===== src/core/asrp_defines.svh =====
`ifndef ASRP_DEFINES_SVH
`define ASRP_DEFINES_SVH

// conversion result width and bit counter width
`define ASRP_RESULT_BITS 18
`define ASRP_CNT_W 5
// last bit index of the result
`define ASRP_MSB 17
// master clock: half period is BASE << divider select, in clk_sys cycles
`define ASRP_DIV_SEL_W 2
`define ASRP_DIV_BASE 2
`define ASRP_DIV_CNT_W 5
// fastest external serial clock accepted in slave mode
`define ASRP_SCLK_MAX_MHZ 40
`define ASRP_CLK_MHZ 125

`endif


===== src/core/asrp_pkg.sv =====
package asrp_pkg;

    typedef enum logic [1:0] {
        ASRP_M_IDLE  = 2'b01,
        ASRP_M_SHIFT = 2'b10
    } asrp_mst_e;

endpackage : asrp_pkg


===== src/core/asrp_clock_divider.sv =====
`timescale 1ns/1ps
`include "asrp_defines.svh"

module asrp_clock_divider #(
    parameter int DIV_SEL_W = `ASRP_DIV_SEL_W,
    parameter int CNT_W = `ASRP_DIV_CNT_W,
    parameter logic [CNT_W-1:0] BASE = CNT_W'(`ASRP_DIV_BASE)
) (
    input wire logic clk_sys,
    input wire logic rst,
    input wire logic run,
    input wire logic [DIV_SEL_W-1:0] divSel,
    output logic halfTick
);

    logic [CNT_W-1:0] count;
    logic [CNT_W-1:0] next_count;
    logic next_halfTick;
    logic [CNT_W-1:0] halfPeriod;

    always_comb begin
        halfPeriod = CNT_W'(BASE << divSel);
        next_count = count;
        next_halfTick = 1'b0;
        if (!run) begin
            next_count = '0;
        end else if (count == halfPeriod - CNT_W'(1)) begin
            // slower serial clock for slow hosts
            next_count = '0;
            next_halfTick = 1'b1;
        end else begin
            next_count = count + CNT_W'(1);
        end
    end

    always_ff @(posedge clk_sys) begin
        if (rst) begin
            count <= '0;
            halfTick <= 1'b0;
        end else begin
            count <= next_count;
            halfTick <= next_halfTick;
        end
    end
endmodule : asrp_clock_divider


===== src/core/asrp_serial_port.sv =====
// How it works
// - clock select low: device is master and makes the serial clock
// - master drives a frame-valid output while shifted data is valid
// - master can invert generated serial clock and frame-valid polarity
// - master read-timing input picks read after or during conversion
// - master read-after mode keeps busy high until all 18 bits sent
// - master serial clock is slowed by the divider select inputs
// - clock select high: device is slave and shifts on external clock
// - external clock gated by chip select; shift only when select and read low
// - slave accepts continuous or discontinuous clock idling high or low
// - slave read-after: after busy falls, 18 bits MSB first
// - slave read-after supports external clock up to 40 MHz
// - slave read-after reuses the read-timing pin as chain input
// - chain input sampled on opposite edge; upstream MSB follows local LSB
// - slave read-during shifts previous result; host finishes before done
// - unfinished slave read of previous result at conversion end pulses read overrun
// - a slave read begun after conversion may continue into the next one
// - serial interface only when both interface selects are high
// - outputs high impedance while chip select or read is high
`timescale 1ns/1ps
`include "asrp_defines.svh"

module asrp_serial_port #(
    parameter int BITS = `ASRP_RESULT_BITS,
    parameter int CNT_W = `ASRP_CNT_W
) (
    input wire logic clk_sys,
    input wire logic rst,
    input wire logic interfaceSelectLo,
    input wire logic interfaceSelectHi,
    input wire logic clockSourceSelect,
    input wire logic readTimingOrChainIn,
    input wire logic [`ASRP_DIV_SEL_W-1:0] clockDividerSelect,
    input wire logic invertClock,
    input wire logic invertFrame,
    input wire logic chipSelect_n,
    input wire logic read_n,
    input wire logic serialClockIn,
    input wire logic convertStart_n,
    input wire logic convDone,
    input wire logic [BITS-1:0] convResult,
    output logic busy,
    output logic serialClockOut,
    output logic serialClockOe,
    output logic frameValid,
    output logic frameValidOe,
    output logic serialDataOut,
    output logic serialDataOe,
    output logic readOverrunPulse
);

    localparam logic [CNT_W-1:0] LAST = CNT_W'(BITS);

    logic serialOn;
    logic isMaster;
    logic readDuring;
    logic pinsOpen;
    logic slaveRise;
    logic slaveFall;
    logic halfTick;

    // conversion and busy state
    logic convRunning;
    logic next_convRunning;
    logic cnvPrev;
    logic next_busy;

    // shifter state
    asrp_pkg::asrp_mst_e mState;
    asrp_pkg::asrp_mst_e next_mState;
    logic [BITS-1:0] shifter;
    logic [BITS-1:0] next_shifter;
    logic [CNT_W-1:0] bitCount;
    logic [CNT_W-1:0] next_bitCount;
    logic mClk;
    logic next_mClk;
    logic chainBit;
    logic next_chainBit;
    logic sclkPrev;
    logic next_overrun;

    // pin registers
    logic next_sclkPin;
    logic next_framePin;
    logic next_clkOe;
    logic next_dataOe;

    assign serialOn = interfaceSelectLo & interfaceSelectHi;
    assign isMaster = ~clockSourceSelect;
    assign readDuring = readTimingOrChainIn;
    assign pinsOpen = serialOn & ~chipSelect_n & ~read_n;
    // single sample per edge is enough: a 40 MHz half period exceeds 8 ns
    assign slaveRise = ~isMaster & pinsOpen & ~sclkPrev & serialClockIn;
    assign slaveFall = ~isMaster & pinsOpen & sclkPrev & ~serialClockIn;

    asrp_clock_divider #(
        .DIV_SEL_W(`ASRP_DIV_SEL_W),
        .CNT_W(`ASRP_DIV_CNT_W),
        .BASE(`ASRP_DIV_CNT_W'(`ASRP_DIV_BASE))
    ) u_div (
        .clk_sys(clk_sys),
        .rst(rst),
        .run(mState == asrp_pkg::ASRP_M_SHIFT),
        .divSel(clockDividerSelect),
        .halfTick(halfTick)
    );

    always_comb begin
        next_convRunning = convRunning;
        if (convDone) begin
            next_convRunning = 1'b0;
        end else if (cnvPrev && !convertStart_n && !busy) begin
            next_convRunning = 1'b1;
        end
        // busy stretched over the master read-after transfer
        next_busy = next_convRunning
            | (isMaster & serialOn & ~readDuring
               & (next_mState == asrp_pkg::ASRP_M_SHIFT));
    end

    always_ff @(posedge clk_sys) begin
        if (rst) begin
            convRunning <= 1'b0;
            cnvPrev <= 1'b1;
            busy <= 1'b0;
        end else begin
            convRunning <= next_convRunning;
            cnvPrev <= convertStart_n;
            busy <= next_busy;
        end
    end

    always_comb begin
        next_mState = mState;
        next_shifter = shifter;
        next_bitCount = bitCount;
        next_mClk = mClk;
        next_chainBit = chainBit;
        next_overrun = 1'b0;
        unique case (mState)
            asrp_pkg::ASRP_M_IDLE: begin
                next_mClk = 1'b0;
                if (isMaster && serialOn) begin
                    // read-during starts at conversion start, old result
                    if (readDuring && cnvPrev && !convertStart_n
                        && !busy) begin
                        next_mState = asrp_pkg::ASRP_M_SHIFT;
                        next_bitCount = '0;
                    end else if (!readDuring && convDone) begin
                        next_mState = asrp_pkg::ASRP_M_SHIFT;
                    end
                end
            end
            asrp_pkg::ASRP_M_SHIFT: begin
                if (halfTick) begin
                    next_mClk = ~mClk;
                    if (!mClk) begin
                        next_bitCount = bitCount + CNT_W'(1);
                    end else if (bitCount == LAST) begin
                        next_mState = asrp_pkg::ASRP_M_IDLE;
                    end else begin
                        next_shifter = {shifter[BITS-2:0], 1'b0};
                    end
                end
                if (!isMaster || !serialOn) begin
                    next_mState = asrp_pkg::ASRP_M_IDLE;
                end
            end
        endcase
        // chain input latched on the edge opposite the shift edge
        if (slaveFall) begin
            next_chainBit = readTimingOrChainIn;
        end
        // first rise presents the MSB, later rises shift
        if (slaveRise) begin
            if (bitCount != '0) begin
                next_shifter = {shifter[BITS-2:0], chainBit};
            end
            if (bitCount != LAST) begin
                next_bitCount = bitCount + CNT_W'(1);
            end
        end
        // load only at conversion end, so a late read keeps going
        if (convDone) begin
            next_shifter = convResult;
            next_bitCount = '0;
            // partial slave read cut short by the new result
            next_overrun = ~isMaster & serialOn
                & (bitCount != '0) & (bitCount != LAST);
        end
    end

    always_ff @(posedge clk_sys) begin
        if (rst) begin
            mState <= asrp_pkg::ASRP_M_IDLE;
            shifter <= '0;
            bitCount <= '0;
            mClk <= 1'b0;
            chainBit <= 1'b0;
            sclkPrev <= 1'b0;
            readOverrunPulse <= 1'b0;
        end else begin
            mState <= next_mState;
            shifter <= next_shifter;
            bitCount <= next_bitCount;
            mClk <= next_mClk;
            chainBit <= next_chainBit;
            sclkPrev <= serialClockIn;
            readOverrunPulse <= next_overrun;
        end
    end

    always_comb begin
        next_sclkPin = next_mClk ^ invertClock;
        next_framePin = (next_mState == asrp_pkg::ASRP_M_SHIFT)
            ^ invertFrame;
        // clock and frame are only driven by a master
        next_clkOe = isMaster & pinsOpen;
        next_dataOe = pinsOpen;
    end

    always_ff @(posedge clk_sys) begin
        if (rst) begin
            serialClockOut <= 1'b0;
            serialClockOe <= 1'b0;
            frameValid <= 1'b0;
            frameValidOe <= 1'b0;
            serialDataOut <= 1'b0;
            serialDataOe <= 1'b0;
        end else begin
            serialClockOut <= next_sclkPin;
            serialClockOe <= next_clkOe;
            frameValid <= next_framePin;
            frameValidOe <= next_clkOe;
            serialDataOut <= next_shifter[BITS-1];
            serialDataOe <= next_dataOe;
        end
    end
endmodule : asrp_serial_port


===== config.mk =====
export PLATFORM = sky130hd
export DESIGN_NAME = asrp_serial_port
export DESIGN_NICKNAME = d
export VERILOG_FILES = /design/src/core/asrp_pkg.sv /design/src/core/asrp_clock_divider.sv /design/src/core/asrp_serial_port.sv
export VERILOG_INCLUDE_DIRS = /design/src /design/src/core
export SDC_FILE = /design/constraint.sdc
export NUM_CORES = 1
export LEC_CHECK = 0
export BUFFER_PORTS_ARGS = -buffer_cell sky130_fd_sc_hd__clkbuf_2
export CORE_MARGIN = 4
export CORE_UTILIZATION = 54
export DETAILED_ROUTE_END_ITERATION = 16
export GPL_ROUTABILITY_DRIVEN = 0
export PLACE_DENSITY = 0.76
export SYNTH_ARGS = -nofsm -noshare
export SYNTH_HDL_FRONTEND = slang
export SYNTH_SLANG_ARGS = --single-unit

===== constraint.sdc =====
create_clock -name clk_sys -period 2.8 [get_ports clk_sys]
set_clock_uncertainty 0.15 [all_clocks]
set_input_delay 0.28 -clock clk_sys [delete_from_list [all_inputs] [get_ports clk_sys]]
set_output_delay 0.28 -clock clk_sys [all_outputs]
set_load 0.02 [all_outputs]

Yosys cells after proc, flatten, opt, wreduce, memory -nomap -nowiden. Cells that the tools add are included.

Logic and storage cells: 98. Output and inout port bits: 8. Bits in registers: 43. Bits of input ports: 33.

Shift-type cells: 1. Bitwise gates (word level): 27. Equal/unequal tests: 6. $add $sub $neg: 3. Reductions and logical operators: 17. Mux-type cells: 27.

Operator list (count): two-way mux 18 bit (7); two-way mux 5 bit (6); AND 1 bit (15); two-way mux 2 bit (7); adder 5 x 1 -> 5 bit (second input constant) (2); case mux 5 bit (2 select lines) (1); inverter 1 bit (9); logical AND 1 bit (7); OR reduction 2 bit (3); equality test 5 bit (1); equality test 5 bit (second input constant) (1); != test 5 bit (second input constant) (1); nonzero test 5 bit (1); left shift 2 x 2 -> 5 bit (first input constant) (1); subtractor 5 x 1 -> 5 bit (second input constant) (1); equality test 2 bit (second input constant) (2); logical NOT 1 bit (4); two-way mux 1 bit (4); case mux 2 bit (2 select lines) (1); OR reduction 3 bit (1); equality test 2 x 1 -> 1 bit (second input constant) (1); case mux 1 bit (2 select lines) (1); bitwise XOR 1 bit (2); logical OR 1 bit (1); bitwise OR 1 bit (1).

Depth between registers and ports, before layout. Gate-level depths: netlist of run 1.

Word-level depth: 9. Mapped depth: 8. Gate-level depth less buffers: 6.

Modules after synthesis. Synthesis of run 1 repeated with hierarchy kept, for this count alone.

Cell total of the unflattened synthesis: 227. Area, all modules: 2021.9 µm².

By module, submodules not included: asrp_serial_port (seq. area each 720.7 µm², area each 1737.9 µm², times used 1, cells an instance 199); asrp_clock_divider (seq. area each 120.1 µm², area each 284.0 µm², times used 1, cells an instance 28).

Worst setup path after synthesis of run 1. OpenSTA, ideal clock, no wires.

Path type: register to register. Start point: reg bitCount[0]. End point: reg shifter[10]. Buffers on the path: 2. Stages on the path, launching flop included: 9. Clock period less this slack: 2.004 ns. Arrival time: 1.707 ns. Data required time: 2.503 ns. Library setup time: 0.147 ns. Slack: 0.796 ns. Cell sequence: dfxtp_1 -> inv_1 -> ha_1 -> or4b_1 -> a32o_1 -> buf_6 -> buf_2 -> nor3_1 -> a2111oi_2.

Cells in the longest elaborated chain, start to end: 8. Elaborated cells on any way between the ends: 9. Those cells by class: eq/ne: 1; mux: 7; reduce/logical: 1.

Ends and longest elaborated chain: from (decl) (RTL line asrp_serial_port.sv:73) `logic [CNT_W-1:0] bitCount;`; from (signal assigned) (RTL line asrp_serial_port.sv:205) `bitCount <= next_bitCount;`; equality test 5 bit (RTL line asrp_serial_port.sv:159) `end else if (bitCount == LAST) begin`; two-way mux 18 bit (RTL line asrp_serial_port.sv:159); two-way mux 18 bit (RTL line asrp_serial_port.sv:157) `if (!mClk) begin`; two-way mux 18 bit (RTL line asrp_serial_port.sv:155) `if (halfTick) begin`; two-way mux 18 bit (RTL line asrp_serial_port.sv:140) `unique case (mState)`; two-way mux 18 bit (RTL line asrp_serial_port.sv:176) `if (bitCount != '0) begin`; two-way mux 18 bit * (RTL line asrp_serial_port.sv:175) `if (slaveRise) begin`; two-way mux 18 bit * (RTL line asrp_serial_port.sv:184) `if (convDone) begin`; to (signal assigned) (RTL line asrp_serial_port.sv:204) `shifter <= next_shifter;`; to (decl) (RTL line asrp_serial_port.sv:71) `logic [BITS-1:0] shifter;`.

Every way passes the cells marked *; elsewhere a longest branch is shown, timed or not. A chain may end at the register's enable or synchronous reset.

Final worst setup path of run 1.
Start point: reg bitCount[0]. End point: reg shifter[8].

The elaborated chain is that of the path after synthesis.

==> impl_metrics.csv, run 1 <==
group,metric,value,unit
pwr,sw_frac_of_total,0.2442,
min_path,min_from,"read_n",
clock_tree,htree_levels,2,
drt,drc_errors,0,
pwr,combPwrFrac,0.116,
critical_path,start_kind,"flop",
critical_path,worstSetupPathType,"flop to flop",
yosys,synth_edf_count,0,
critical_path,critPathTopFamily,"compound AO/OA/AOI/OAI gates",
yosys,synth_top_area_frac,0.3979,
clock_tree,postCtsSetupRepairBufs,0,
die,start_util,0.5687,
grt,antenna_found_initial,0,
die,rows,22,
pwr,p_clk_frac,0.342,
clock_tree,clkLatencyLatePin,300,ps
yosys,ys_warn_count,0,
critical_path,cp_cell_sequence,"inv_1, ha_1, nand4bb_1, a32o_1, buf_4, nor3_1, a2111oi_2",
yosys,synthTopCellsByArea,"dfxtp_1 (40%), a2111oi_2 (12%), nor2b_1 (6.2%), nor3_1 (5.0%), nor2_1 (4.3%)",
clock_tree,clk_pin_slew_worst_paths,80,ps
status,status,"finished clean",
clock_tree,cts_tree,"yes",
pwr,p_int,0.8827,mW
critical_path,worst-path-max-fanout,29,
flow_run,drv_cap,0,
placed_design,port-buffer-count,40,
die,dieWidth,70.56,um
pwr,p_leak,0.9191,nW
critical_path,r2r-start,"bitCount[0]",
sta,finalHoldViolCount,0,
drt,wirelength,3971,um
min_path,whs_endpoint,"serialDataOe",
layout,drive_gt1_frac,0.2852,
layout,nets,299,
sta,min_period,2275,ps
grt,grtUsageTotal,0.1669,
drt,drt_iter0_markers,71,
layout,area_growth,13.56,%
critical_path,crit_path_end_kind,"flop",
die,fp.dieArea,4978,um2
die,die_h,70.56,um
grt,grt_max_degree,30,
sta,finalCritPeriodShare,0.8124,
sta,setup_viol,0,
drt,viasPerCell,5.514,
die,core_region_area,3716,um2
clock_tree,clk_path_buf_depth,2,
min_path,worstHoldPathType,"input pin to flop",
sta,finalSetupTns,0,ps
critical_path,slowest_delay,400,ps
yosys,synth_top_flop_cell,"dfxtp_1",
critical_path,reg2reg_slack,530,ps
yosys,ys_seq_area_frac,0.3979,
drt,ant_nets,0,
die,pin_count,41,
yosys,yosys.area.top_type,"dfxtp_1",
yosys,async_flop_share,0,
layout,n_antenna_cell,0,
sta,final_max_slew_viol_count,0,
pwr,pwr-share-seq,0.542,
placed_design,place_hpwl,2891,um
yosys,synth.avg_cell_area,9.269,um2
yosys,ys_ff_latch,42,
sta,holdWs,12.22,ps
critical_path,cp_num_buf_inv,2,
clock_tree,cts_hold_buf,0,
clock_tree,cts_root_buf,"clkbuf_8",
drt,wl_per_cell,12.77,um
sta,rsz0062_at_grt,"false",
clock_tree,cts_buffers,5,
grt,first_global_vias,1508,
yosys,synth_cells,228,
yosys,synth_cell_types,46,
drt,drt_first_pass_iters,4,
critical_path,crit_arrival,2320,ps
yosys,syn-cell-area,2113,um2
critical_path,reg2reg_depth,7,
critical_path,reg2reg_to,"shifter[8]",
pwr,p_per_area,486.7,nW/um2
critical_path,critPathSlowestCell,"dfxtp_1",
pwr,switchingPower,0.2852,mW
critical_path,cp.required,2840,ps
clock_tree,clkSinkCount,42,
grt,overflow,0,
pwr,vdd.ir_drop.worst,0.3269,mV
sta,slew_headroom,0.6396,
sta,worst_slew_pin_slew,538.2,ps
grt,grt_pass1_wl,6672,um
yosys,syn_nets,265,
clock_tree,postCtsResizedCells,0,
min_path,holdPathStages,2,
drt,vias,1715,
sta,max_freq,439.6,MHz
==> cell type report <==
cell class,instances,area [um2]
clock buffer,7,86.33
clock inverter,1,5.005
fill,326,1316
inverter,6,22.52
multi-input combinational,164,1162
sequential,42,840.8
tap,48,60.06
timing repair buffer,43,222.7
==> metal layers <==
layer | wire, um | part of all wire | GRT usage | vias to the layer above
met1 | 2004 | 0.50 | 0.2248 | 772
met4 | 66 | 0.017 | 0.06263 | 0
met5 | 0 | 0 | 0 | -
li1 | - | - | - | 907
met3 | 204 | 0.051 | 0.05256 | 6
met2 | 1696 | 0.43 | 0.2516 | 30
==> state kept, by name (all words and copies together) (netlist names) <==
name              cells
readOverrunPulse      1
u_div.count           5
serialDataOe          1
busy                  1
cnvPrev               1
chainBit              1
shifter              18
serialClockOut        1
bitCount              5
sclkPrev              1
frameValidOe          1
mState                2
convRunning           1
u_div.halfTick        1
frameValid            1
mClk                  1
==> power by group through the flow <==
stage               Combinational [mW]  Clock [mW]  Sequential [mW]
global placement                 0.134           0            0.647
CTS                              0.138       0.413            0.633
global route                     0.152       0.438            0.636
finish                           0.136       0.399            0.633
floorplan                       0.0891           0            0.649
detailed placement               0.138           0            0.647
==> synth_stat cells, types with 5 or more instances <==
cell type   n
nand2_1     5
nand3_1     9
clkbuf_1    9
nor2_1     24
a21oi_1     9
dfxtp_1    42
nor4_1      5
nor2b_1    21
inv_1       6
nor3_1     21
a2111oi_2  17
==> cell usage in the layout, fill, tap and decap left out, types with 2 or more instances in the layout <==
| master | netlist | final |
|---|---|---|
| nand3_1 | 9 | 9 |
| nor4_1 | 5 | 5 |
| nor2_1 | 24 | 24 |
| or3_1 | 4 | 4 |
| clkbuf_2 | 0 | 40 |
| o211ai_1 | 2 | 2 |
| a31oi_1 | 2 | 2 |
| nor3_1 | 21 | 21 |
| a21oi_1 | 9 | 9 |
| inv_1 | 6 | 6 |
| or2_2 | 2 | 2 |
| nand3b_1 | 2 | 2 |
| o21ai_0 | 3 | 3 |
| xor2_1 | 3 | 3 |
| and3b_1 | 2 | 2 |
| ha_1 | 4 | 4 |
| dfxtp_1 | 42 | 42 |
| xnor2_1 | 3 | 3 |
| nor4bb_1 | 2 | 2 |
| a31o_2 | 2 | 2 |
| buf_4 | 1 | 3 |
| nor2b_1 | 21 | 21 |
| nand2_1 | 5 | 5 |
| nand2b_1 | 2 | 2 |
| and2_1 | 2 | 2 |
| a2111oi_2 | 17 | 17 |
| clkbuf_8 | 0 | 6 |
| or3b_2 | 2 | 2 |
==> logic make-up (layout without fill, tap and decap cells) <==
| family | after synthesis | count (layout) | synth area share |
|---|---|---|---|
| buf+inv | 22 | 57 | 0.05210 |
| fa+ha+maj | 4 | 4 | 0.02368 |
| compound gates | 42 | 42 | 0.1983 |
| flops | 42 | 42 | 0.3979 |
| mux | 1 | 1 | 0.004737 |
| simple gates | 111 | 111 | 0.2984 |
| xor+xnor | 6 | 6 | 0.02487 |
==> through the flow <==
step / setup slack [ps] / std cells / total power, mW / instance area (um2) / util
floorplan: 796.1 / 228 / 0.7383 / 2113 / -
global placement: 606.3 / 303 / 0.7812 / 2308 / 0.6212
detailed placement: 535.7 / 303 / 0.7842 / 2308 / 0.6212
CTS: 514.0 / 311 / 1.184 / 2400 / 0.6458
global route: 323.1 / 311 / 1.226 / 2400 / 0.6458
finish: 525.2 / 311 / 1.168 / 2400 / 0.6458
==> worst max-delay path by stage <==
| stage | start | endpoint | cells after the start |
|---|---|---|---|
| final | bitCount[0] | shifter[8] | 7 |
| after global placement | bitCount[0] | shifter[12] | 7 |
| after global routing | bitCount[0] | shifter[11] | 7 |
| after CTS | bitCount[0] | shifter[12] | 7 |
| after floorplan | bitCount[0] | shifter[10] | 8 |
| after detailed placement | bitCount[0] | shifter[7] | 7 |
Power figures use the tool's default switching activity.
==> inputs of run 2 (changes only) <==
--- a/config.mk
+++ b/config.mk
@@ -6,12 +6,13 @@
 export SDC_FILE = /design/constraint.sdc
 export NUM_CORES = 1
 export LEC_CHECK = 0
+export ABC_AREA = 1
 export BUFFER_PORTS_ARGS = -buffer_cell sky130_fd_sc_hd__clkbuf_2
 export CORE_MARGIN = 4
-export CORE_UTILIZATION = 54
+export CORE_UTILIZATION = 49
 export DETAILED_ROUTE_END_ITERATION = 16
 export GPL_ROUTABILITY_DRIVEN = 0
-export PLACE_DENSITY = 0.76
+export PLACE_DENSITY = 0.73
 export SYNTH_ARGS = -nofsm -noshare
 export SYNTH_HDL_FRONTEND = slang
 export SYNTH_SLANG_ARGS = --single-unit
==> constraint.sdc (replaced) <==
create_clock -name clk_sys -period 2 [get_ports clk_sys]
set_clock_uncertainty 0.15 [all_clocks]
set_input_delay 0.2 -clock clk_sys [delete_from_list [all_inputs] [get_ports clk_sys]]
set_output_delay 0.2 -clock clk_sys [all_outputs]
set_load 0.02 [all_outputs]
==> impl_metrics.csv, run 2 <==
group,metric,value,unit
min_path,worstHoldPathType,"input pin to flop",
placed_design,placed_area,2298,um2
drt,ant_nets,0,
drt,viasPerCell,4.820,
die,die_h,73.56,um
yosys,ys_seq_area_frac,0.3993,
sta,min_period,1861,ps
yosys,synth.avg_cell_area,7.389,um2
pwr,pwr-share-seq,0.465,
sta,worst_slew_pin_slew,368.6,ps
yosys,synth_edf_count,0,
flow_run,drv_cap,0,
yosys,yosys.area.top_type,"dfxtp_1",
pwr,combPwrFrac,0.099,
clock_tree,htree_levels,2,
critical_path,worst-path-max-fanout,30,
clock_tree,postCtsResizedCells,0,
grt,overflow,0,
critical_path,cpMostUsedCell,"nand2_1",
drt,wl_per_cell,10.90,um
critical_path,start_kind,"input pin",
clock_tree,clkLatencyLatePin,300,ps
sta,slew_headroom,0.7540,
sta,rsz0062_at_grt,"false",
yosys,async_flop_share,0,
clock_tree,cts_root_buf,"clkbuf_8",
critical_path,crit_path_end_kind,"flop",
yosys,synthMostInstantiatedCell,"nand2_1",
die,pin_count,41,
critical_path,cp_cell_sequence,"dlygate4sd3_1, clkbuf_2, nand3_1, nor2_2, nand3_4, nand2_4, nand2_1, nand2_1, o21ai_2",
die,fp.dieArea,5410,um2
yosys,synth_cell_types,32,
pwr,vdd.ir_drop.worst,0.4348,mV
grt,grt-busiest-layer,"met2",
clock_tree,clkSinkCount,42,
yosys,ys_warn_count,0,
pwr,sw_frac_of_total,0.2124,
clock_tree,cts_buffers,5,
grt,first_global_vias,1860,
yosys,synth_cells,285,
clock_tree,clk_path_buf_depth,2,
placed_design,place_hpwl,3093,um
die,dieWidth,73.56,um
layout,utilization,0.6537,
die,rows,23,
die,start_util,0.5153,
placed_design,placed_cells,369,
die,core_region_area,4086,um2
layout,regMostFlops,"shifter",
grt,antenna_found_initial,0,
critical_path,slowest_delay,540,ps
layout,n_antenna_cell,0,
drt,drc_errors,0,
pwr,p_per_area,708.4,nW/um2
layout,area_growth,26.86,%
sta,max_freq,537.4,MHz
drt,drt_iter0_markers,66,
yosys,synth_top_area_frac,0.3993,
placed_design,port-buffer-count,40,
grt,grt_util_met2,0.3159,
layout,nets,386,
layout,final_cells,400,
yosys,synth_top_flop_cell,"dfxtp_1",
yosys,synth_common_cells,"nand2_1 (66), dfxtp_1 (42), nor2_1 (39)",
min_path,holdPathStages,2,
clock_tree,postCtsSetupRepairBufs,0,
sta,finalSetupTns,0,ps
sta,final_max_slew_viol_count,0,
critical_path,reg2reg_depth,8,
critical_path,crit_arrival,1900,ps
critical_path,critPathSlowestCell,"dlygate4sd3_1",
sta,finalCritPeriodShare,0.9304,
layout,final_cell_mix,"nand2_1 (66), dfxtp_1 (42), clkbuf_2 (40)",
grt,grt_max_degree,31,
sta,finalHoldViolCount,0,
drt,wirelength,4361,um
yosys,syn-cell-area,2106,um2
pwr,switchingPower,0.4020,mW
pwr,p_clk_frac,0.436,
yosys,synthTopCellsByArea,"dfxtp_1 (40%), nand2_1 (12%), nor2_1 (7.0%), inv_1 (6.8%), o21ai_2 (4.6%)",
grt,grtUsageTotal,0.1798,
grt,met1_usage,0.1993,
layout,drive_gt1_frac,0.2257,
critical_path,worstSetupPathType,"input pin to flop",
layout,largest_reg_flops,18,
layout,top_regs,"shifter x18, bitCount x5, u_div.count x5",
critical_path,cp.required,2040,ps
layout,final_cell_area,2671,um2
drt,vias,1928,
status,status,"finished clean",
sta,setup_viol,0,
yosys,syn_nets,322,
layout,mostFrequentLayoutCell,"nand2_1",
grt,gr-usage-met3,0.04378,
pwr,p_int,1.490,mW
pwr,p_leak,1.157,nW
drt,drt_first_pass_iters,4,
clock_tree,cts_hold_buf,23,
grt,grt_pass1_wl,7596,um
clock_tree,cts_tree,"yes",
yosys,ys_ff_latch,42,
layout,nFillCells,360,
clock_tree,clk_pin_slew_worst_paths,80,ps
## run 2: cell types whose count changed in the layout (fill, tap and decap cells not counted), sizes merged, moves of 11 or more
cell         before  now
dlygate4sd3       0   23
nand2             5   74
a2111oi          17    0
inv               6   40
nor2b            21    0
nor2             24   42
nor3             21    3
nand3             9   20
o21ai             3   22
## run 2: routing by layer
metal | share of wire | wire length (um)
met1 | 0.44 | 1902
met2 | 0.50 | 2172
met3 | 0.036 | 156
met4 | 0.030 | 130
met5 | 0 | 0
## run 2: per-stage QoR
stage / total power, mW / hold slack (ps) / worst slack [ps]
6_report: 1.892 / 39.17 / 139.2
5_1_grt: 1.978 / 57.70 / 38.51
4_1_cts: 1.923 / 23.25 / 213.3
3_5_place_dp: 1.052 / 253.9 / 365.5
3_3_place_gp: 1.047 / 253.5 / 407.2
2_1_floorplan: 0.9975 / 129.2 / 535.4
## run 2: path summary, 6_finish.rpt
path / start / end / slack, ps
hold / removal: rst / mClk / 40
setup / recovery: clockSourceSelect / shifter[17] / 140
hold reg to reg: chainBit / chainBit / 310
setup reg to reg: bitCount[0] / shifter[17] / 350
## run 2: logic make-up (layout without fill, tap and decap cells)
kind of cell / count (synthesis) / after routing / share of synthesized area
buffers and inverters: 48 / 113 / 0.1117
flip-flops: 42 / 42 / 0.3993
XOR/XNOR: 6 / 6 / 0.02496
adder cells (fa/ha/maj): 4 / 4 / 0.02377
AO/OA/AOI/OAI: 40 / 40 / 0.1206
AND/OR/NAND/NOR: 145 / 145 / 0.3197
## run 2: critical path: cells and delay by family
kind	cells	cell delay, ps
simple gates	6	950
buf+inv	2	680
compound gates	1	60
## run 2: final cells by class
class                           instances  area, um2  area share
Timing Repair Buffer                   65      445.4      0.1667
Tap cell                               50      62.56     0.02342
Clock inverter                          2      60.06     0.02248
Inverter                               40      150.1     0.05621
Clock buffer                            6      82.58     0.03091
Multi-Input combinational cell        195       1030      0.3855
Sequential cell                        42      840.8      0.3148
## run 2: power by group through the flow
stage | registers [mW] | clock network [mW] | logic, mW
3_3_place_gp | 0.899 | 0 | 0.148
2_1_floorplan | 0.903 | 0 | 0.0947
5_1_grt | 0.884 | 0.883 | 0.212
4_1_cts | 0.880 | 0.855 | 0.188
3_5_place_dp | 0.900 | 0 | 0.152
6_report | 0.880 | 0.824 | 0.188
